**src/shared/asr_pkg.sv**
```systemverilog
// Constants and types shared by the serial receiver design
// Behaviour
// Falling edge on line starts a character
// Start not low at half bit: abandon silently
// Each bit taken at centre, majority voted
// Low stop bit marks framing error
// Finished character enters FIFO, pending raised
// Data read returns oldest, advances FIFO
// Pending follows FIFO while enabled, read-only
// Irq needs receive, peripheral, global enables
// Framing error bit follows oldest character
// Framing error read-only, advances with reads
// Port disable clears framing error; receive-disable keeps
// Framing error raises no irq, reception continues
// Third character into full FIFO sets overrun
// Overrun blocks new characters; receive disable clears it
// Nine-bit mode: ninth bit shown in status
// Software reads ninth bit before data
// Address mode keeps only ninth-bit-set characters
// Software drops address mode after own address
// Software configures everything before receive enable
// Active only with receive, async, port enabled
// Recovery at sixteen ticks per bit
// Port disable resets port, releases pins
// Majority of three samples at bit centre
// Receive disable aborts character, FIFO kept
package asr_pkg;
    // ***************
    // Register offsets
    // ***************
    localparam logic [7:0] OFS_RCV_STATUS = 8'h00;
    localparam logic [7:0] OFS_RCV_DATA = 8'h04;
    localparam logic [7:0] OFS_BAUD_CTRL = 8'h08;
    localparam logic [7:0] OFS_DIV_LOW = 8'h0c;
    localparam logic [7:0] OFS_DIV_HIGH = 8'h10;
    localparam logic [7:0] OFS_TX_STATUS = 8'h14;
    localparam logic [7:0] OFS_IRQ_ENABLE = 8'h18;
    localparam logic [7:0] OFS_IRQ_FLAGS = 8'h1c;
    localparam logic [7:0] OFS_IRQ_CTRL = 8'h20;
    // ***************
    // Field positions
    // ***************
    localparam int BIT_PORT_EN = 7;
    localparam int BIT_NINE = 6;
    localparam int BIT_SINGLE = 5;
    localparam int BIT_CONT_EN = 4;
    localparam int BIT_ADDR_EN = 3;
    localparam int BIT_FRAME_ERROR_FLAG = 2;
    localparam int BIT_OVERRUN_FLAG = 1;
    localparam int BIT_RECEIVED_NINTH_BIT = 0;
    localparam int BIT_SYNC = 4;
    localparam int BIT_HIGH_RATE = 2;
    localparam int BIT_TX_EMPTY = 1;
    localparam int BIT_IDLE = 6;
    localparam int BIT_WIDE_DIV = 3;
    localparam int BIT_RX_IRQ = 5;
    localparam int BIT_GLOBAL_EN = 7;
    localparam int BIT_PERIPH_EN = 6;
    // ***************
    // Write masks and reset values
    // ***************
    localparam logic [7:0] MASK_RCV_STATUS = 8'hf8;
    localparam logic [7:0] MASK_BAUD_CTRL = 8'h1b;
    localparam logic [7:0] MASK_TX_STATUS = 8'hfd;
    localparam logic [7:0] MASK_IRQ_CTRL = 8'hc0;
    localparam logic [7:0] RST_BYTE = 8'h00;
    // ***************
    // Oversampling
    // ***************
    localparam int OVERSAMPLE = 16;
    localparam logic [3:0] PH_LAST = 4'(OVERSAMPLE - 1);
    localparam logic [3:0] PH_SAMPLE_A = 4'h7;
    localparam logic [3:0] PH_SAMPLE_B = 4'h8;
    localparam logic [3:0] PH_DECIDE = 4'h9;
    localparam int LOW_RATE_SHIFT = 2;
    localparam logic [1:0] RESP_OKAY = 2'h0;
    localparam logic [1:0] RESP_SLVERR = 2'h2;
    localparam logic [1:0] FIFO_DEPTH = 2'h2;

    typedef enum logic [1:0] {
        ASR_IDLE = 2'b00,
        ASR_START = 2'b01,
        ASR_DATA = 2'b10,
        ASR_STOP = 2'b11
    } asr_state_e;
endpackage

```
**src/shared/asr_rx_if.sv**
```systemverilog
// Link between register side and bit recovery engine
`timescale 1ns/1ps
interface asr_rx_if;
    logic tick;
    logic line;
    logic enable;
    logic nine;
    logic char_valid;
    logic [8:0] char_data;
    logic char_frame_error_flag;
    logic idle;
    modport engine (input tick, line, enable, nine, output char_valid, char_data, char_frame_error_flag, idle);
    modport ctrl (output tick, line, enable, nine, input char_valid, char_data, char_frame_error_flag, idle);
endinterface

```
**src/asr_engine.sv**
```systemverilog
// Bit recovery engine: start detect, majority vote, shift
`timescale 1ns/1ps
module asr_engine
    import asr_pkg::*;
(
    input wire logic aclk,
    input wire logic aresetn,
    asr_rx_if.engine rx
);
    typedef struct packed {
        asr_state_e state;
        logic [3:0] phase;
        logic [3:0] bits;
        logic [8:0] shreg;
        logic samp_a;
        logic samp_b;
        logic line_q;
        logic char_valid;
        logic [8:0] char_data;
        logic char_frame_error_flag;
    } asr_eng_s;

    asr_eng_s r;
    asr_eng_s next_r;
    logic maj;

    // Two of three samples around centre
    assign maj = (r.samp_a & r.samp_b) | (r.samp_a & rx.line) | (r.samp_b & rx.line);

    // Next state of the engine
    always_comb begin
        next_r = r;
        next_r.line_q = rx.line;
        next_r.char_valid = 1'b0;
        if (!rx.enable) begin
            next_r.state = ASR_IDLE;
        end else if (r.state == ASR_IDLE) begin
            if (r.line_q && !rx.line) begin
                next_r.state = ASR_START;
                next_r.phase = 4'h0;
                next_r.bits = 4'h0;
            end
        end else if (rx.tick) begin
            next_r.phase = r.phase + 4'h1;
            if (r.phase == PH_SAMPLE_A) begin
                next_r.samp_a = rx.line;
            end
            if (r.phase == PH_SAMPLE_B) begin
                next_r.samp_b = rx.line;
            end
            if (r.phase == PH_DECIDE) begin
                case (r.state)
                    ASR_START: begin
                        if (maj) begin
                            next_r.state = ASR_IDLE;
                        end else begin
                            next_r.state = ASR_DATA;
                        end
                    end
                    ASR_DATA: begin
                        next_r.shreg = {maj, r.shreg[8:1]};
                        next_r.bits = r.bits + 4'h1;
                        if (r.bits == (rx.nine ? 4'h8 : 4'h7)) begin
                            next_r.state = ASR_STOP;
                        end
                    end
                    ASR_STOP: begin
                        next_r.state = ASR_IDLE;
                        next_r.char_valid = 1'b1;
                        next_r.char_frame_error_flag = !maj;
                        next_r.char_data = rx.nine ? r.shreg : {1'b0, r.shreg[8:1]};
                    end
                    default: begin
                        next_r.state = ASR_IDLE;
                    end
                endcase
            end
        end
    end

    // State register
    always_ff @(posedge aclk) begin
        if (!aresetn) begin
            r <= '0;
        end else begin
            r <= next_r;
        end
    end

    assign rx.char_valid = r.char_valid;
    assign rx.char_data = r.char_data;
    assign rx.char_frame_error_flag = r.char_frame_error_flag;
    assign rx.idle = (r.state == ASR_IDLE);
endmodule

```
**src/asr_top.sv**
```systemverilog
// Serial receiver top: AXI4-Lite registers, baud tick, FIFO
`timescale 1ns/1ps
module asr_top
    import asr_pkg::*;
(
    input wire logic aclk,
    input wire logic aresetn,
    input wire logic [7:0] s_axi_awaddr,
    input wire logic [2:0] s_axi_awprot,
    input wire logic s_axi_awvalid,
    output logic s_axi_awready,
    input wire logic [31:0] s_axi_wdata,
    input wire logic [3:0] s_axi_wstrb,
    input wire logic s_axi_wvalid,
    output logic s_axi_wready,
    output logic [1:0] s_axi_bresp,
    output logic s_axi_bvalid,
    input wire logic s_axi_bready,
    input wire logic [7:0] s_axi_araddr,
    input wire logic [2:0] s_axi_arprot,
    input wire logic s_axi_arvalid,
    output logic s_axi_arready,
    output logic [31:0] s_axi_rdata,
    output logic [1:0] s_axi_rresp,
    output logic s_axi_rvalid,
    input wire logic s_axi_rready,
    input wire logic receive_line_pin,
    output logic receive_pin_claimed,
    output logic rx_irq
);
    typedef struct packed {
        // Bus channel state
        logic aw_have;
        logic [7:0] aw_addr;
        logic w_have;
        logic [7:0] w_data;
        logic w_lane;
        logic awready;
        logic wready;
        logic bvalid;
        logic [1:0] bresp;
        logic arready;
        logic rvalid;
        logic [1:0] rresp;
        logic [7:0] rdata;

        // Software registers
        logic [7:0] rcv_ctrl;
        logic [7:0] tx_ctrl;
        logic [7:0] baud_ctrl;
        logic [7:0] div_low;
        logic [7:0] div_high;
        logic [7:0] irq_en;
        logic [7:0] irq_ctrl;

        // Receive FIFO and status
        logic [1:0][9:0] fifo;
        logic rd_ptr;
        logic [1:0] count;
        logic overrun;

        // Baud tick and registered outputs
        logic [17:0] baud_cnt;
        logic tick;
        logic pending;
        logic irq;
        logic pin_claimed;
    } asr_top_s;

    asr_top_s r;
    asr_top_s next_r;
    asr_rx_if rx ();

    logic port_en;
    logic rx_active;
    logic head_ok;

    // ***************
    // Control decode
    // ***************
    assign port_en = r.rcv_ctrl[BIT_PORT_EN];
    assign rx_active = r.rcv_ctrl[BIT_CONT_EN] & !r.tx_ctrl[BIT_SYNC] & port_en;
    assign head_ok = (r.count != 2'h0);

    // Engine hookup
    assign rx.tick = r.tick;
    assign rx.line = receive_line_pin;
    assign rx.enable = rx_active;
    assign rx.nine = r.rcv_ctrl[BIT_NINE];

    asr_engine asr_engine_inst (
        .aclk(aclk),
        .aresetn(aresetn),
        .rx(rx)
    );

    // Register read multiplexer
    function automatic logic [8:0] read_mux(input asr_top_s s, input logic [7:0] addr, input logic idle);
        logic [7:0] v;
        logic hit;
        v = 8'h00;
        hit = 1'b1;
        case (addr)
            OFS_RCV_STATUS: begin
                v = s.rcv_ctrl & MASK_RCV_STATUS;
                v[BIT_FRAME_ERROR_FLAG] = (s.count != 2'h0) & s.fifo[s.rd_ptr][9];
                v[BIT_OVERRUN_FLAG] = s.overrun;
                v[BIT_RECEIVED_NINTH_BIT] = (s.count != 2'h0) & s.fifo[s.rd_ptr][8];
            end

            OFS_RCV_DATA: begin
                v = s.fifo[s.rd_ptr][7:0];
            end

            OFS_BAUD_CTRL: begin
                v = s.baud_ctrl & MASK_BAUD_CTRL;
                v[BIT_IDLE] = idle;
            end

            OFS_DIV_LOW: begin
                v = s.div_low;
            end

            OFS_DIV_HIGH: begin
                v = s.div_high;
            end

            OFS_TX_STATUS: begin
                v = s.tx_ctrl & MASK_TX_STATUS;
                v[BIT_TX_EMPTY] = 1'b1;
            end

            OFS_IRQ_ENABLE: begin
                v = s.irq_en;
            end

            OFS_IRQ_FLAGS: begin
                v[BIT_RX_IRQ] = s.pending;
            end

            OFS_IRQ_CTRL: begin
                v = s.irq_ctrl & MASK_IRQ_CTRL;
            end

            default: begin
                hit = 1'b0;
            end
        endcase
        return {hit, v};
    endfunction

    // Main next-state logic
    always_comb begin
        logic [8:0] rd;
        logic do_write;
        logic pop;
        logic push;
        logic [17:0] period;
        logic wr_hit;
        rd = 9'h000;
        do_write = 1'b0;
        pop = 1'b0;
        push = 1'b0;
        period = 18'h00000;
        wr_hit = 1'b1;
        next_r = r;

        // Write channel capture, either order
        if (s_axi_awvalid && r.awready) begin
            next_r.aw_have = 1'b1;
            next_r.aw_addr = s_axi_awaddr;
        end

        if (s_axi_wvalid && r.wready) begin
            next_r.w_have = 1'b1;
            next_r.w_data = s_axi_wdata[7:0];
            next_r.w_lane = s_axi_wstrb[0];
        end

        if (r.bvalid && s_axi_bready) begin
            next_r.bvalid = 1'b0;
        end

        // Both halves held: do the write
        if (next_r.aw_have && next_r.w_have && !r.bvalid) begin
            do_write = 1'b1;
            next_r.aw_have = 1'b0;
            next_r.w_have = 1'b0;
            next_r.bvalid = 1'b1;
        end

        // Register writes, byte lane 0 only
        if (do_write) begin
            case (next_r.aw_addr)
                OFS_RCV_STATUS: begin
                    if (next_r.w_lane) begin
                        next_r.rcv_ctrl = next_r.w_data & MASK_RCV_STATUS;
                    end
                end

                OFS_BAUD_CTRL: begin
                    if (next_r.w_lane) begin
                        next_r.baud_ctrl = next_r.w_data & MASK_BAUD_CTRL;
                    end
                end

                OFS_DIV_LOW: begin
                    if (next_r.w_lane) begin
                        next_r.div_low = next_r.w_data;
                        next_r.baud_cnt = 18'h00000;
                    end
                end

                OFS_DIV_HIGH: begin
                    if (next_r.w_lane) begin
                        next_r.div_high = next_r.w_data;
                        next_r.baud_cnt = 18'h00000;
                    end
                end

                OFS_TX_STATUS: begin
                    if (next_r.w_lane) begin
                        next_r.tx_ctrl = next_r.w_data & MASK_TX_STATUS;
                    end
                end

                OFS_IRQ_ENABLE: begin
                    if (next_r.w_lane) begin
                        next_r.irq_en = next_r.w_data;
                    end
                end

                OFS_IRQ_CTRL: begin
                    if (next_r.w_lane) begin
                        next_r.irq_ctrl = next_r.w_data & MASK_IRQ_CTRL;
                    end
                end

                OFS_RCV_DATA, OFS_IRQ_FLAGS: begin
                    wr_hit = 1'b1; // Read-only, write ignored
                end

                default: begin
                    wr_hit = 1'b0;
                end
            endcase
            next_r.bresp = wr_hit ? RESP_OKAY : RESP_SLVERR;
        end

        // Read channel
        if (r.rvalid && s_axi_rready) begin
            next_r.rvalid = 1'b0;
        end

        // Address taken: answer next cycle
        if (s_axi_arvalid && r.arready) begin
            rd = read_mux(r, s_axi_araddr, rx.idle);
            next_r.rvalid = 1'b1;
            next_r.rdata = rd[7:0];
            next_r.rresp = rd[8] ? RESP_OKAY : RESP_SLVERR;
            pop = (s_axi_araddr == OFS_RCV_DATA) && head_ok;
        end

        next_r.awready = !next_r.aw_have && !next_r.bvalid;
        next_r.wready = !next_r.w_have && !next_r.bvalid;
        next_r.arready = !next_r.rvalid;

        // Baud tick at sixteen per bit
        period = r.baud_ctrl[BIT_WIDE_DIV] ? {2'b00, r.div_high, r.div_low} : {10'h000, r.div_low};
        if (!r.tx_ctrl[BIT_HIGH_RATE]) begin
            period = ((period + 18'h00001) << LOW_RATE_SHIFT) - 18'h00001;
        end

        next_r.tick = 1'b0;
        if (!rx_active) begin
            next_r.baud_cnt = 18'h00000;
        end else if (r.baud_cnt >= period) begin
            next_r.baud_cnt = 18'h00000;
            next_r.tick = 1'b1;
        end else if (next_r.baud_cnt == r.baud_cnt) begin
            next_r.baud_cnt = r.baud_cnt + 18'h00001;
        end

        // Character arrival into the FIFO
        if (rx.char_valid && rx_active && !r.overrun) begin
            if (r.rcv_ctrl[BIT_NINE] && r.rcv_ctrl[BIT_ADDR_EN] && !rx.char_data[8]) begin
                push = 1'b0;
            end else if (r.count == FIFO_DEPTH && !pop) begin
                next_r.overrun = 1'b1;
            end else begin
                push = 1'b1;
            end
        end

        if (push) begin
            next_r.fifo[r.rd_ptr ^ r.count[0]] = {rx.char_frame_error_flag, rx.char_data};
        end

        if (pop) begin
            next_r.rd_ptr = !r.rd_ptr;
        end

        next_r.count = r.count + {1'b0, push} - {1'b0, pop};

        // Receive disable clears overrun only
        if (!r.rcv_ctrl[BIT_CONT_EN]) begin
            next_r.overrun = 1'b0;
        end
        // Port disable resets the receive path
        if (!port_en) begin
            next_r.overrun = 1'b0;
            next_r.count = 2'h0;
            next_r.rd_ptr = 1'b0;
            next_r.fifo = '0;
        end

        // Pending flag and gated interrupt
        next_r.pending = rx_active && (next_r.count != 2'h0);
        next_r.irq = next_r.pending && next_r.irq_en[BIT_RX_IRQ] && next_r.irq_ctrl[BIT_PERIPH_EN]
            && next_r.irq_ctrl[BIT_GLOBAL_EN];
        next_r.pin_claimed = next_r.rcv_ctrl[BIT_PORT_EN];
    end

    // State register
    always_ff @(posedge aclk) begin
        if (!aresetn) begin
            r <= '0;
        end else begin
            r <= next_r;
        end
    end

    // ***************
    // Outputs
    // ***************
    assign s_axi_awready = r.awready;
    assign s_axi_wready = r.wready;
    assign s_axi_bvalid = r.bvalid;
    assign s_axi_bresp = r.bresp;
    assign s_axi_arready = r.arready;
    assign s_axi_rvalid = r.rvalid;
    assign s_axi_rresp = r.rresp;
    assign s_axi_rdata = {24'h000000, r.rdata};
    assign receive_pin_claimed = r.pin_claimed;
    assign rx_irq = r.irq;
endmodule

```
**config.mk**
```make
export PLATFORM = sky130hd
export DESIGN_NAME = asr_top
export DESIGN_NICKNAME = d
export VERILOG_FILES = /design/src/shared/asr_pkg.sv /design/src/shared/asr_rx_if.sv /design/src/asr_engine.sv /design/src/asr_top.sv
export SDC_FILE = /design/constraint.sdc
export NUM_CORES = 1
export LEC_CHECK = 0
export ABC_AREA = 1
export BUFFER_PORTS_ARGS = -buffer_cell sky130_fd_sc_hd__buf_2
export CORE_MARGIN = 5
export CORE_UTILIZATION = 61
export CTS_BUF_LIST = sky130_fd_sc_hd__clkbuf_4 sky130_fd_sc_hd__clkbuf_8
export DETAILED_ROUTE_END_ITERATION = 8
export PLACE_DENSITY = 0.95
export SETUP_SLACK_MARGIN = 0.15
export SLEW_MARGIN = 20
export SYNTH_ARGS = -nofsm -noshare
export SYNTH_HDL_FRONTEND = slang
export SYNTH_SLANG_ARGS = --single-unit
```
**constraint.sdc**
```tcl
create_clock -name aclk -period 3.8 [get_ports aclk]
set_clock_uncertainty 0.15 [all_clocks]
set_input_delay 0.76 -clock aclk [delete_from_list [all_inputs] [get_ports aclk]]
set_output_delay 0.76 -clock aclk [all_outputs]
set_load 0.1 [all_outputs]
```
## Yosys cells after proc, flatten, opt, wreduce, memory -nomap -nowiden

Index checks and enable logic that the tools add are counted.
W data, S select, Z words.

- Eq/ne operators: 27
- Reductions and logical operators: 63
- Magnitude comparators: 4
- Muxes and demuxes: 58
- $add $sub $neg: 7
- Bitwise operators: 16

Operator list:

| cell | count |
|---|---|
| $mux W18 | 5 |
| $eq A8 B5 Y1 const B | 8 |
| $mux W10 | 6 |
| $pmux W5 S7 | 1 |
| $eq A8 B4 Y1 const B | 4 |
| $reduce_and A3 Y1 | 9 |
| $mux W13 | 2 |
| $mux W11 | 2 |
| $logic_and A1 B1 Y1 | 21 |
| $mux W1 | 21 |
| $mux W21 | 1 |
| $bwmux W20 | 1 |
| $add A18 B1 Y18 const B | 1 |
| $eq A18 B18 Y1 | 1 |
| $ge A18 B18 Y1 | 1 |
| $mux W9 | 2 |
| $reduce_or A9 Y1 | 2 |
| $sub A18 B1 Y18 const B | 1 |
| $add A16 B1 Y16 const B | 1 |
| $eq A8 B3 Y1 const B | 2 |
| $eq A8 B6 Y1 const B | 2 |
| $logic_not A8 Y1 | 2 |
| $mux W16 | 1 |
| $mux W8 | 2 |
| other kinds (34) | 76 |

- Register bits: 156
- Input port bits: 66
- Logic and storage cells: 216
- Output and inout port bits: 43

## Logic depth before layout (Yosys ltp)

Gate-level depths: netlist (run 1).

- Depth in word-level cells: 16
- Depth in mapped cells: 22
- Mapped depth without buffers: 22

## Cells and area by module

A second synthesis (run 1) with hierarchy kept.

- Cell total of the unflattened synthesis: 1332
- Area total of the unflattened synthesis: 8933.6 um2

Modules (own cells, without submodules):

| module | cells an instance | sequential area each (um2) | area an instance (um2) | times used |
|---|---|---|---|---|
| asr_top | 1084 | 2422.3 | 7170.6 | 1 |
| asr_engine | 248 | 660.6 | 1762.9 | 1 |

## Least setup slack after synthesis (run 1)

OpenSTA, ideal clock, no wires.

- Path kind: reg2reg
- Start point: register r (netlist bit port_en)
- End point: register r (netlist bit rx_irq)
- Setup slack: 397 ps
- Data required time: 3537 ps
- Path buffers: 1
- Clock period less this slack: 3403 ps
- Library setup time: 113 ps
- Data arrival time: 3139 ps
- Stages on the path, launching flop included: 15
- Cells stage by stage: dfxtp_1 > nand3_1 > inv_1 > nand3_1 > a31oi_2 > buf_2 > nand2_1 > ha_1 > inv_1 > ha_1 > or2_2 > nand3_1 > a21oi_1 > nand3_1 > nor2_1

- Word-level cells in the longest chain between the ends: 12

Ends and longest elaborated chain:

| element | RTL line | source |
|---|---|---|
| start, declared | asr_top.sv:70 | `asr_top_s r;` |
| start signal, assigned | asr_top.sv:329 | `r <= next_r;` |
| $and A1 B1 Y1 | asr_top.sv:82 | `assign rx_active = r.rcv_ctrl[BIT_CONT_EN] & !r.tx_ctrl[BIT_SYNC] & port_en;` |
| $logic_and A1 B1 Y1 (2 in series) | asr_top.sv:285 | `if (rx.char_valid && rx_active && !r.overrun) begin` |
| $mux W1 | asr_top.sv:285 |  |
| $add A2 B1 Y2 | asr_top.sv:303 | `next_r.count = r.count + {1'b0, push} - {1'b0, pop};` |
| $sub A2 B1 Y2 | asr_top.sv:303 |  |
| $mux W3 | asr_top.sv:310 | `if (!port_en) begin` |
| $reduce_bool A2 Y1 | asr_top.sv:318 | `next_r.pending = rx_active && (next_r.count != 2'h0);` |
| $logic_and A1 B1 Y1 * | asr_top.sv:318 |  |
| $logic_and A1 B1 Y1 * (2 in series) | asr_top.sv:319 | `next_r.irq = next_r.pending && next_r.irq_en[BIT_RX_IRQ] && next_r.irq_ctrl[BIT_PERIPH_EN]` |
| $logic_and A1 B1 Y1 * | asr_top.sv:320 | `&& next_r.irq_ctrl[BIT_GLOBAL_EN];` |

Mark *: on every way between the ends. The rest lies on a longest branch, timed or not.
A chain may end at the register's enable or synchronous reset.

## Final worst setup path (run 1)

- Start point: register r[70] (netlist name)
- End point: register r[18] (netlist name)

- Word-level cells in the longest chain between the ends: 6

Ends and longest elaborated chain:

| element | RTL line | source |
|---|---|---|
| $mux W16 * | asr_top.sv:269 | `period = r.baud_ctrl[BIT_WIDE_DIV] ? {2'b00, r.div_high, r.div_low} : {10'h000, r.div_low};` |
| $add A16 B1 Y16 | asr_top.sv:271 | `period = ((period + 18'h00001) << LOW_RATE_SHIFT) - 18'h00001;` |
| $sub A18 B1 Y18 | asr_top.sv:271 |  |
| $mux W18 * | asr_top.sv:270 | `if (!r.tx_ctrl[BIT_HIGH_RATE]) begin` |
| $ge A18 B18 Y1 * | asr_top.sv:277 | `end else if (r.baud_cnt >= period) begin` |
| $reduce_or A3 Y1 (no source line) * | - |  |

Marked as above.

==> impl_metrics.toml, run 1 <==
[synthesis]
avgSynthCellArea_sq_um = 6.68
yosysWarnings = 0
yosysTopAreaCellShare_pct = 34.4
synth-edff-count = 0
async_flop_share_pct = 0
netlist_top_cells_area = "dfxtp_1 34%, nand2_1 12%, nor2_1 7.2%, inv_1 6.7%, o21ai_0 6.1%"
synth_top_area_cell = "dfxtp_1"
synthesis.area_sq_um = 8950
synth.distinct_cells = 44
ys.flop_type = "dfxtp_1"
synthTopCellsByCount = "291 x nand2_1, 171 x nor2_1, 159 x inv_1, 154 x dfxtp_1, 110 x o21ai_0"
ys_seq_area_share_pct = 34.4
synth_most_common_cell = "nand2_1"
synth_seq_cells = 154
syn_inst = 1341

[flow_run]
timing.max_cap.violations = 0

[global_route]
grt.busiest_layer = "met2"
use_met3_pct = 5.85
antenna_found_initial = 0
grt_pass1_wl_mm = 38.1
grtUsageTotal_pct = 26.0
met2_usage_pct = 42.8
grt.overflow.total = 0
gr-usage-met1_pct = 33.0
grt_pass1_vias = 8149
grt_max_degree = 69

[worst_setup_path]
worst_r2r_path_depth = 19
worstReg2RegEnd = "r[18]$_SDFF_PP0_"
end_kind = "flop"
critPathArrivalTime_ns = 3.62
cp.required_ns = 4.02
r2r-start = "r[70]$_SDFFE_PN0P_"
start_kind = "flop"
crit_start = "r[70]$_SDFFE_PN0P_"
reg2reg_slack_ns = 0.40
cp_max_fo = 18
path_class = "reg2reg"

[sta]
max_freq_mhz = 294
hold_violations = 0
tightest_slew_ns = 0.717
setup_viol = 0
finalSetupTns_ns = 0
relSlewSlack_pct = 51.9
period_minus_slack_ns = 3.40
finalWorstSetupSlack_ns = 0.400
rsz0062_at_grt = "no"
fin_crit_sh_pct = 89.5
slew_viol_final = 0

[power_and_ir_drop]
combPwrFrac_pct = 12.9
ir_drop_mv = 0.392
clkPwrFrac_pct = 40.1
p_leak_nw = 4.35
swShare_pct = 30.3
power_w = 0.00352
p_sw_w = 0.00107
internal_power_w = 0.00245
power_density_nw_per_um2 = 365
p_seq_share_pct = 47.0

[clock_tree]
clock_latency_ns = 0.47
ctsResizeCount = 0
cts_setup_buffers = 0
cts_buffer_depth = 2
clk_pin_slew_worst_paths_ns = 0.08
cts_sinks = 154
cts_made_buffers = 17
htreeDepth = 4
cts_tree = "done"
holdBufCountCts = 0
cts_root_buf = "clkbuf_8"

[floorplanning]
core_sq_um = 14500
die_h_microns = 131
initial_utilization_pct = 61.8
fp.dieW_microns = 131
std_cell_rows = 44
pin_count = 109
die_area_sq_um = 17200

[placement]
dpl.hpwl_mm = 16.5
place_congestion = 0.988
portBuffers = 49
place_ws_ns = 0.170

[drt]
route.detailed.drc = 0
via_per_inst = 5.66
dr_total_vias = 8883
wire_per_inst_microns = 14.6
drtIter0Drc = 908
ant_nets = 0
drt-total-wl_mm = 22.9
drt_pass1_iterations = 6

[layout]
nets = 1469
final_layout_size_suffix_gt1_share_pct = 12.1
nFillCells = 1122
antenna_cells = 0
area_growth_pct = 7.63

[run_status]
outcome = "finished clean"

[hold_path]
holdCritStartpoint = "asr_engine_inst.r[13]$_SDFFE_PN0P_"
worstHoldEndpoint = "asr_engine_inst.r[13]$_SDFFE_PN0P_"
min_path_type = "reg2reg"
hold_depth = 2
power groups by stage:
stage / clock network [W] / registers [W] / logic, W
finish: 0.00141 / 0.00165 / 0.000454
global route: 0.00150 / 0.00166 / 0.000483
CTS: 0.00141 / 0.00165 / 0.000448
detailed placement: 0 / 0.00169 / 0.000444
global placement: 0 / 0.00169 / 0.000434
floorplan: 0 / 0.00173 / 0.000343
state kept, by name, indices dropped and copies added (netlist names), 8 cells and up:
name                          count
r                               103
s_axi_rdata                       8
asr_engine_inst.r                22
asr_engine_inst.rx.char_data      9
worst max-delay path by stage:
| stage | cells past startpoint | slack (ns) | end |
|---|---|---|---|
| floorplan | 14 | 0.40 | rx_irq$_SDFF_PN0_ |
| global placement | 19 | 0.30 | r[6]$_SDFF_PP0_ |
| detailed placement | 19 | 0.17 | r[18]$_SDFF_PP0_ |
| CTS | 19 | 0.16 | r[18]$_SDFF_PP0_ |
| global route | 21 | 0.14 | r[18]$_SDFF_PP0_ |
| finish | 19 | 0.40 | r[18]$_SDFF_PP0_ |
through the flow:
stage               hold slack (ns)  util, %  instance area [sq um]  instances
CTS                           0.307     66.3                   9600       1569
global route                  0.335     66.6                   9640       1569
finish                        0.308     66.6                   9640       1569
global placement              0.285     63.2                   9150       1537
detailed placement            0.295     63.2                   9150       1537
floorplan                     0.274        -                   9050       1366
layout make-up:
type	count	area, sq um	area share (%)
multi-input combinational	972	4910	51.0
clock buffer	22	290	3.01
tap	184	230	2.39
timing repair buffer	60	340	3.53
inverter	167	628	6.52
sequential	154	3080	32.0
clock inverter	10	153	1.58
per-layer routing:
| layer | part of all wire, % | wire [microns] |
|---|---|---|
| met3 | 8.3 | 1900 |
| met5 | 0 | 0 |
| met2 | 47 | 10900 |
| met4 | 3.3 | 763 |
| met1 | 41 | 9360 |
cells in the final DEF, fill, tap and decap left out, types with 3 or more instances in the layout:
cell type and n:
nor2_2 9, a21o_1 3, o21ai_0 110, conb_1 26, nand2_4 4, clkinv_1 3, ha_1 30, xnor2_1 5
nor2_4 3, nand2_1 290, nand4_1 32, a31oi_1 11, nor3_2 5, nand3_4 4, inv_1 159, inv_2 4
nand3_1 93, buf_2 49, clkbuf_8 20, o21ai_2 4, buf_4 10, dfxtp_1 153, nand3_2 4, bufinv_16 3
nand2_2 29, o21ai_1 11, nor3_1 12, nor2_1 163, a21oi_1 86, xor2_1 15, nor4_1 7
worst max-delay path: stages (launching register included):
cell and delay (ns):
dfxtp_2 0.39, ha_2 0.25, nand2_1 0.12, o21ai_0 0.17, nand2_1 0.13, inv_1 0.14, nand3_2 0.14, inv_1 0.09
nand2_1 0.07, nor2_1 0.13, nand2_1 0.07, nand2_1 0.06, nand3_1 0.07, ha_1 0.33, nand2_1 0.10, nor4_2 0.34
nand4_1 0.17, nand4_1 0.17, buf_12 0.16, nor2_1 0.05
logic make-up after synthesis:
| logic type | Yosys count | share of synthesized area (%) |
|---|---|---|
| adders and majority gates | 32 | 4.44 |
| and+or+nand+nor | 663 | 33.4 |
| other | 1 | 0.0419 |
| xor gates and xnor gates | 20 | 1.96 |
| AOI/OAI and AO/OA | 231 | 13.5 |
| DFF | 154 | 34.4 |
| buffers and inverters | 240 | 12.2 |
(Power assumes the default switching activity.)
==> run 2: changes to the inputs <==
Clock period 3.8 ns to 3.23 ns, I/O delays scaled along.
==> run 2 against run 1 <==
The run now ends with negative setup slack left. Register-to-register slack got worse by 0.77 ns. Utilization increased by 4.6 points. Sequential share of layout area down 1.9 points. Non-clock buffer count rose by 37. Final cell count up 2.4%. Die area unchanged.
==> impl_metrics.toml, run 2 (synthesis gave the netlist of run 1 again) <==
[run_status]
outcome = "finished with violations"
violations = "negative setup slack"

[flow_run]
timing.max_cap.violations = 0

[power_and_ir_drop]
clkPwrFrac_pct = 37.3
swShare_pct = 31.4
p_sw_w = 0.00124
p_leak_nw = 4.61
ir_drop_mv = 0.381
p_seq_share_pct = 49.1
power_density_nw_per_um2 = 384
internal_power_w = 0.00271
combPwrFrac_pct = 13.6

[worst_setup_path]
start_kind = "flop"
reg2reg_slack_ns = -0.37
critPathArrivalTime_ns = 3.82
worst_r2r_path_depth = 20
r2r-start = "r[70]$_SDFFE_PN0P_"
crit_path_frequent_cell = "nand2_1"
cp.required_ns = 3.46
worst-path-buf-inv = 4
end_kind = "flop"
crit_start = "r[70]$_SDFFE_PN0P_"
worstReg2RegEnd = "r[14]$_SDFF_PP0_"
worstPathCellList = "buf_4 > nand3_1 > nand2_1 > nand2_2 > nor2_4 > nand3_4 > inv_1 > nand2_1 > nor2_2 > nand2_1 > nand2_1 > nand3_2 > ha_4 > nand2_4 > nor4_4 > nand4_1 > nand4_1 > buf_4 > clkbuf_16 > nor2_1"
cp_top_family = "simple AND/OR/NAND/NOR gates"
cp_max_fo = 5
worst_path_largest_cell_delay_ns = 0.37
path_class = "reg2reg"
slowest_stage = "dfxtp_4"

[sta]
max_freq_mhz = 278
hold_violations = 0
tightest_slew_ns = 0.730
relSlewSlack_pct = 51.1
setup_viol = 19
rsz0062_at_grt = "yes"
fin_crit_sh_pct = 111
finalWorstSetupSlack_ns = -0.367
period_minus_slack_ns = 3.60
finalSetupTns_ns = -6.64
slew_viol_final = 0

[clock_tree]
clk_pin_slew_worst_paths_ns = 0.08
cts_buffer_depth = 2
htreeDepth = 4
holdBufCountCts = 0
cts_root_buf = "clkbuf_8"
clock_latency_ns = 0.48
cts_made_buffers = 17
cts_sinks = 154
cts_tree = "done"

[floorplanning]
fp.dieW_microns = 131
initial_utilization_pct = 61.8
std_cell_rows = 44
pin_count = 109
core_sq_um = 14500
die_h_microns = 131
die_area_sq_um = 17200

[global_route]
grt_max_degree = 69
antenna_found_initial = 0
grtUsageTotal_pct = 27.1
grt_pass1_vias = 8627
grt.overflow.total = 0
grt_pass1_wl_mm = 39.6

[placement]
placed_area_sq_um = 9360
place_ws_ns = -0.146
place_congestion = 0.918
portBuffers = 49
dpl.cell_count = 1561
dpl.hpwl_mm = 16.7

[layout]
regMostFlops = "r"
largest_register_ff_count = 103
final_layout_size_suffix_gt1_share_pct = 19.1
final_area_sq_um = 10300
utilization_pct = 71.2
layout.cells.non_filler = 1606
mostFrequentLayoutCell = "nand2_1"
layout_common_cells = "270 x nand2_1, 156 x inv_1, 145 x dfxtp_1"
nets = 1506
area_growth_pct = 15.1

[drt]
drt-total-wl_mm = 25.6
wire_per_inst_microns = 15.9
ant_nets = 0
via_per_inst = 5.88
drtIter0Drc = 1175
dr_total_vias = 9449
drt_pass1_iterations = 9
route.detailed.drc = 0

[hold_path]
min_path_type = "in2reg"
worstHoldEndpoint = "asr_engine_inst.r[11]$_SDFF_PN0_"
hold_depth = 3
holdCritStartpoint = "receive_line_pin"
==> run 2: metrics by stage <==
| stage | hold WS (ns) | power, W |
|---|---|---|
| 2_1_floorplan | 0.274 | 0.00244 |
| 3_3_place_gp | 0.284 | 0.00250 |
| 3_5_place_dp | 0.295 | 0.00251 |
| 4_1_cts | 0.258 | 0.00393 |
| 5_1_grt | 0.275 | 0.00407 |
| 6_report | 0.270 | 0.00396 |
==> run 2: worst max-delay path by stage <==
stage / end / slack, ns / cells after the start
floorplan: r[12]$_SDFF_PP0_ / 0.18 / 17
global placement: r[6]$_SDFF_PP0_ / -0.03 / 16
detailed placement: r[19]$_SDFF_PP0_ / -0.15 / 17
CTS: r[5]$_SDFF_PP0_ / -0.01 / 21
global route: r[15]$_SDFF_PP0_ / -0.54 / 20
finish: r[14]$_SDFF_PP0_ / -0.37 / 20
==> run 2: layout make-up <==
type | instances | area, sq um
Inverter | 167 | 628
Clock inverter | 10 | 111
Fill cell | 979 | 4170
Timing Repair Buffer | 97 | 677
Multi-Input combinational cell | 972 | 5270
Tap cell | 184 | 230
Antenna cell | 1 | 2.50
Sequential cell | 154 | 3110
Clock buffer | 21 | 283
==> run 2: repair_timing <==
action	4_1_cts	5_1_grt
gates cloned	2	1
setup endpoints to repair	19	19
buffers inserted	7	3
resized for setup	61	49
hold endpoints to repair	0	0
pin swaps	21	23
==> run 2: tightest hold or removal path, delay by kind of cell <==
family,cells,cell delay (ns)
buffers and inverters,2,0.16
and+or+nand+nor,1,0.06
==> run 2: routing by layer <==
metal | vias up | GRT usage [%] | share of wire, %
met5 | - | 0 | 0
met3 | 155 | 5.50 | 9.0
met2 | 614 | 46.1 | 48
met4 | 0 | 12.6 | 4.7
li1 | 4423 | - | -
met1 | 4257 | 32.9 | 38
==> run 2: power groups by stage <==
| stage | clock network, W | logic, W | registers [W] |
|---|---|---|---|
| finish | 0.00148 | 0.000539 | 0.00194 |
| global placement | 0 | 0.000513 | 0.00199 |
| detailed placement | 0 | 0.000524 | 0.00199 |
| global route | 0.00155 | 0.000576 | 0.00194 |
| CTS | 0.00146 | 0.000531 | 0.00194 |
| floorplan | 0 | 0.000404 | 0.00204 |
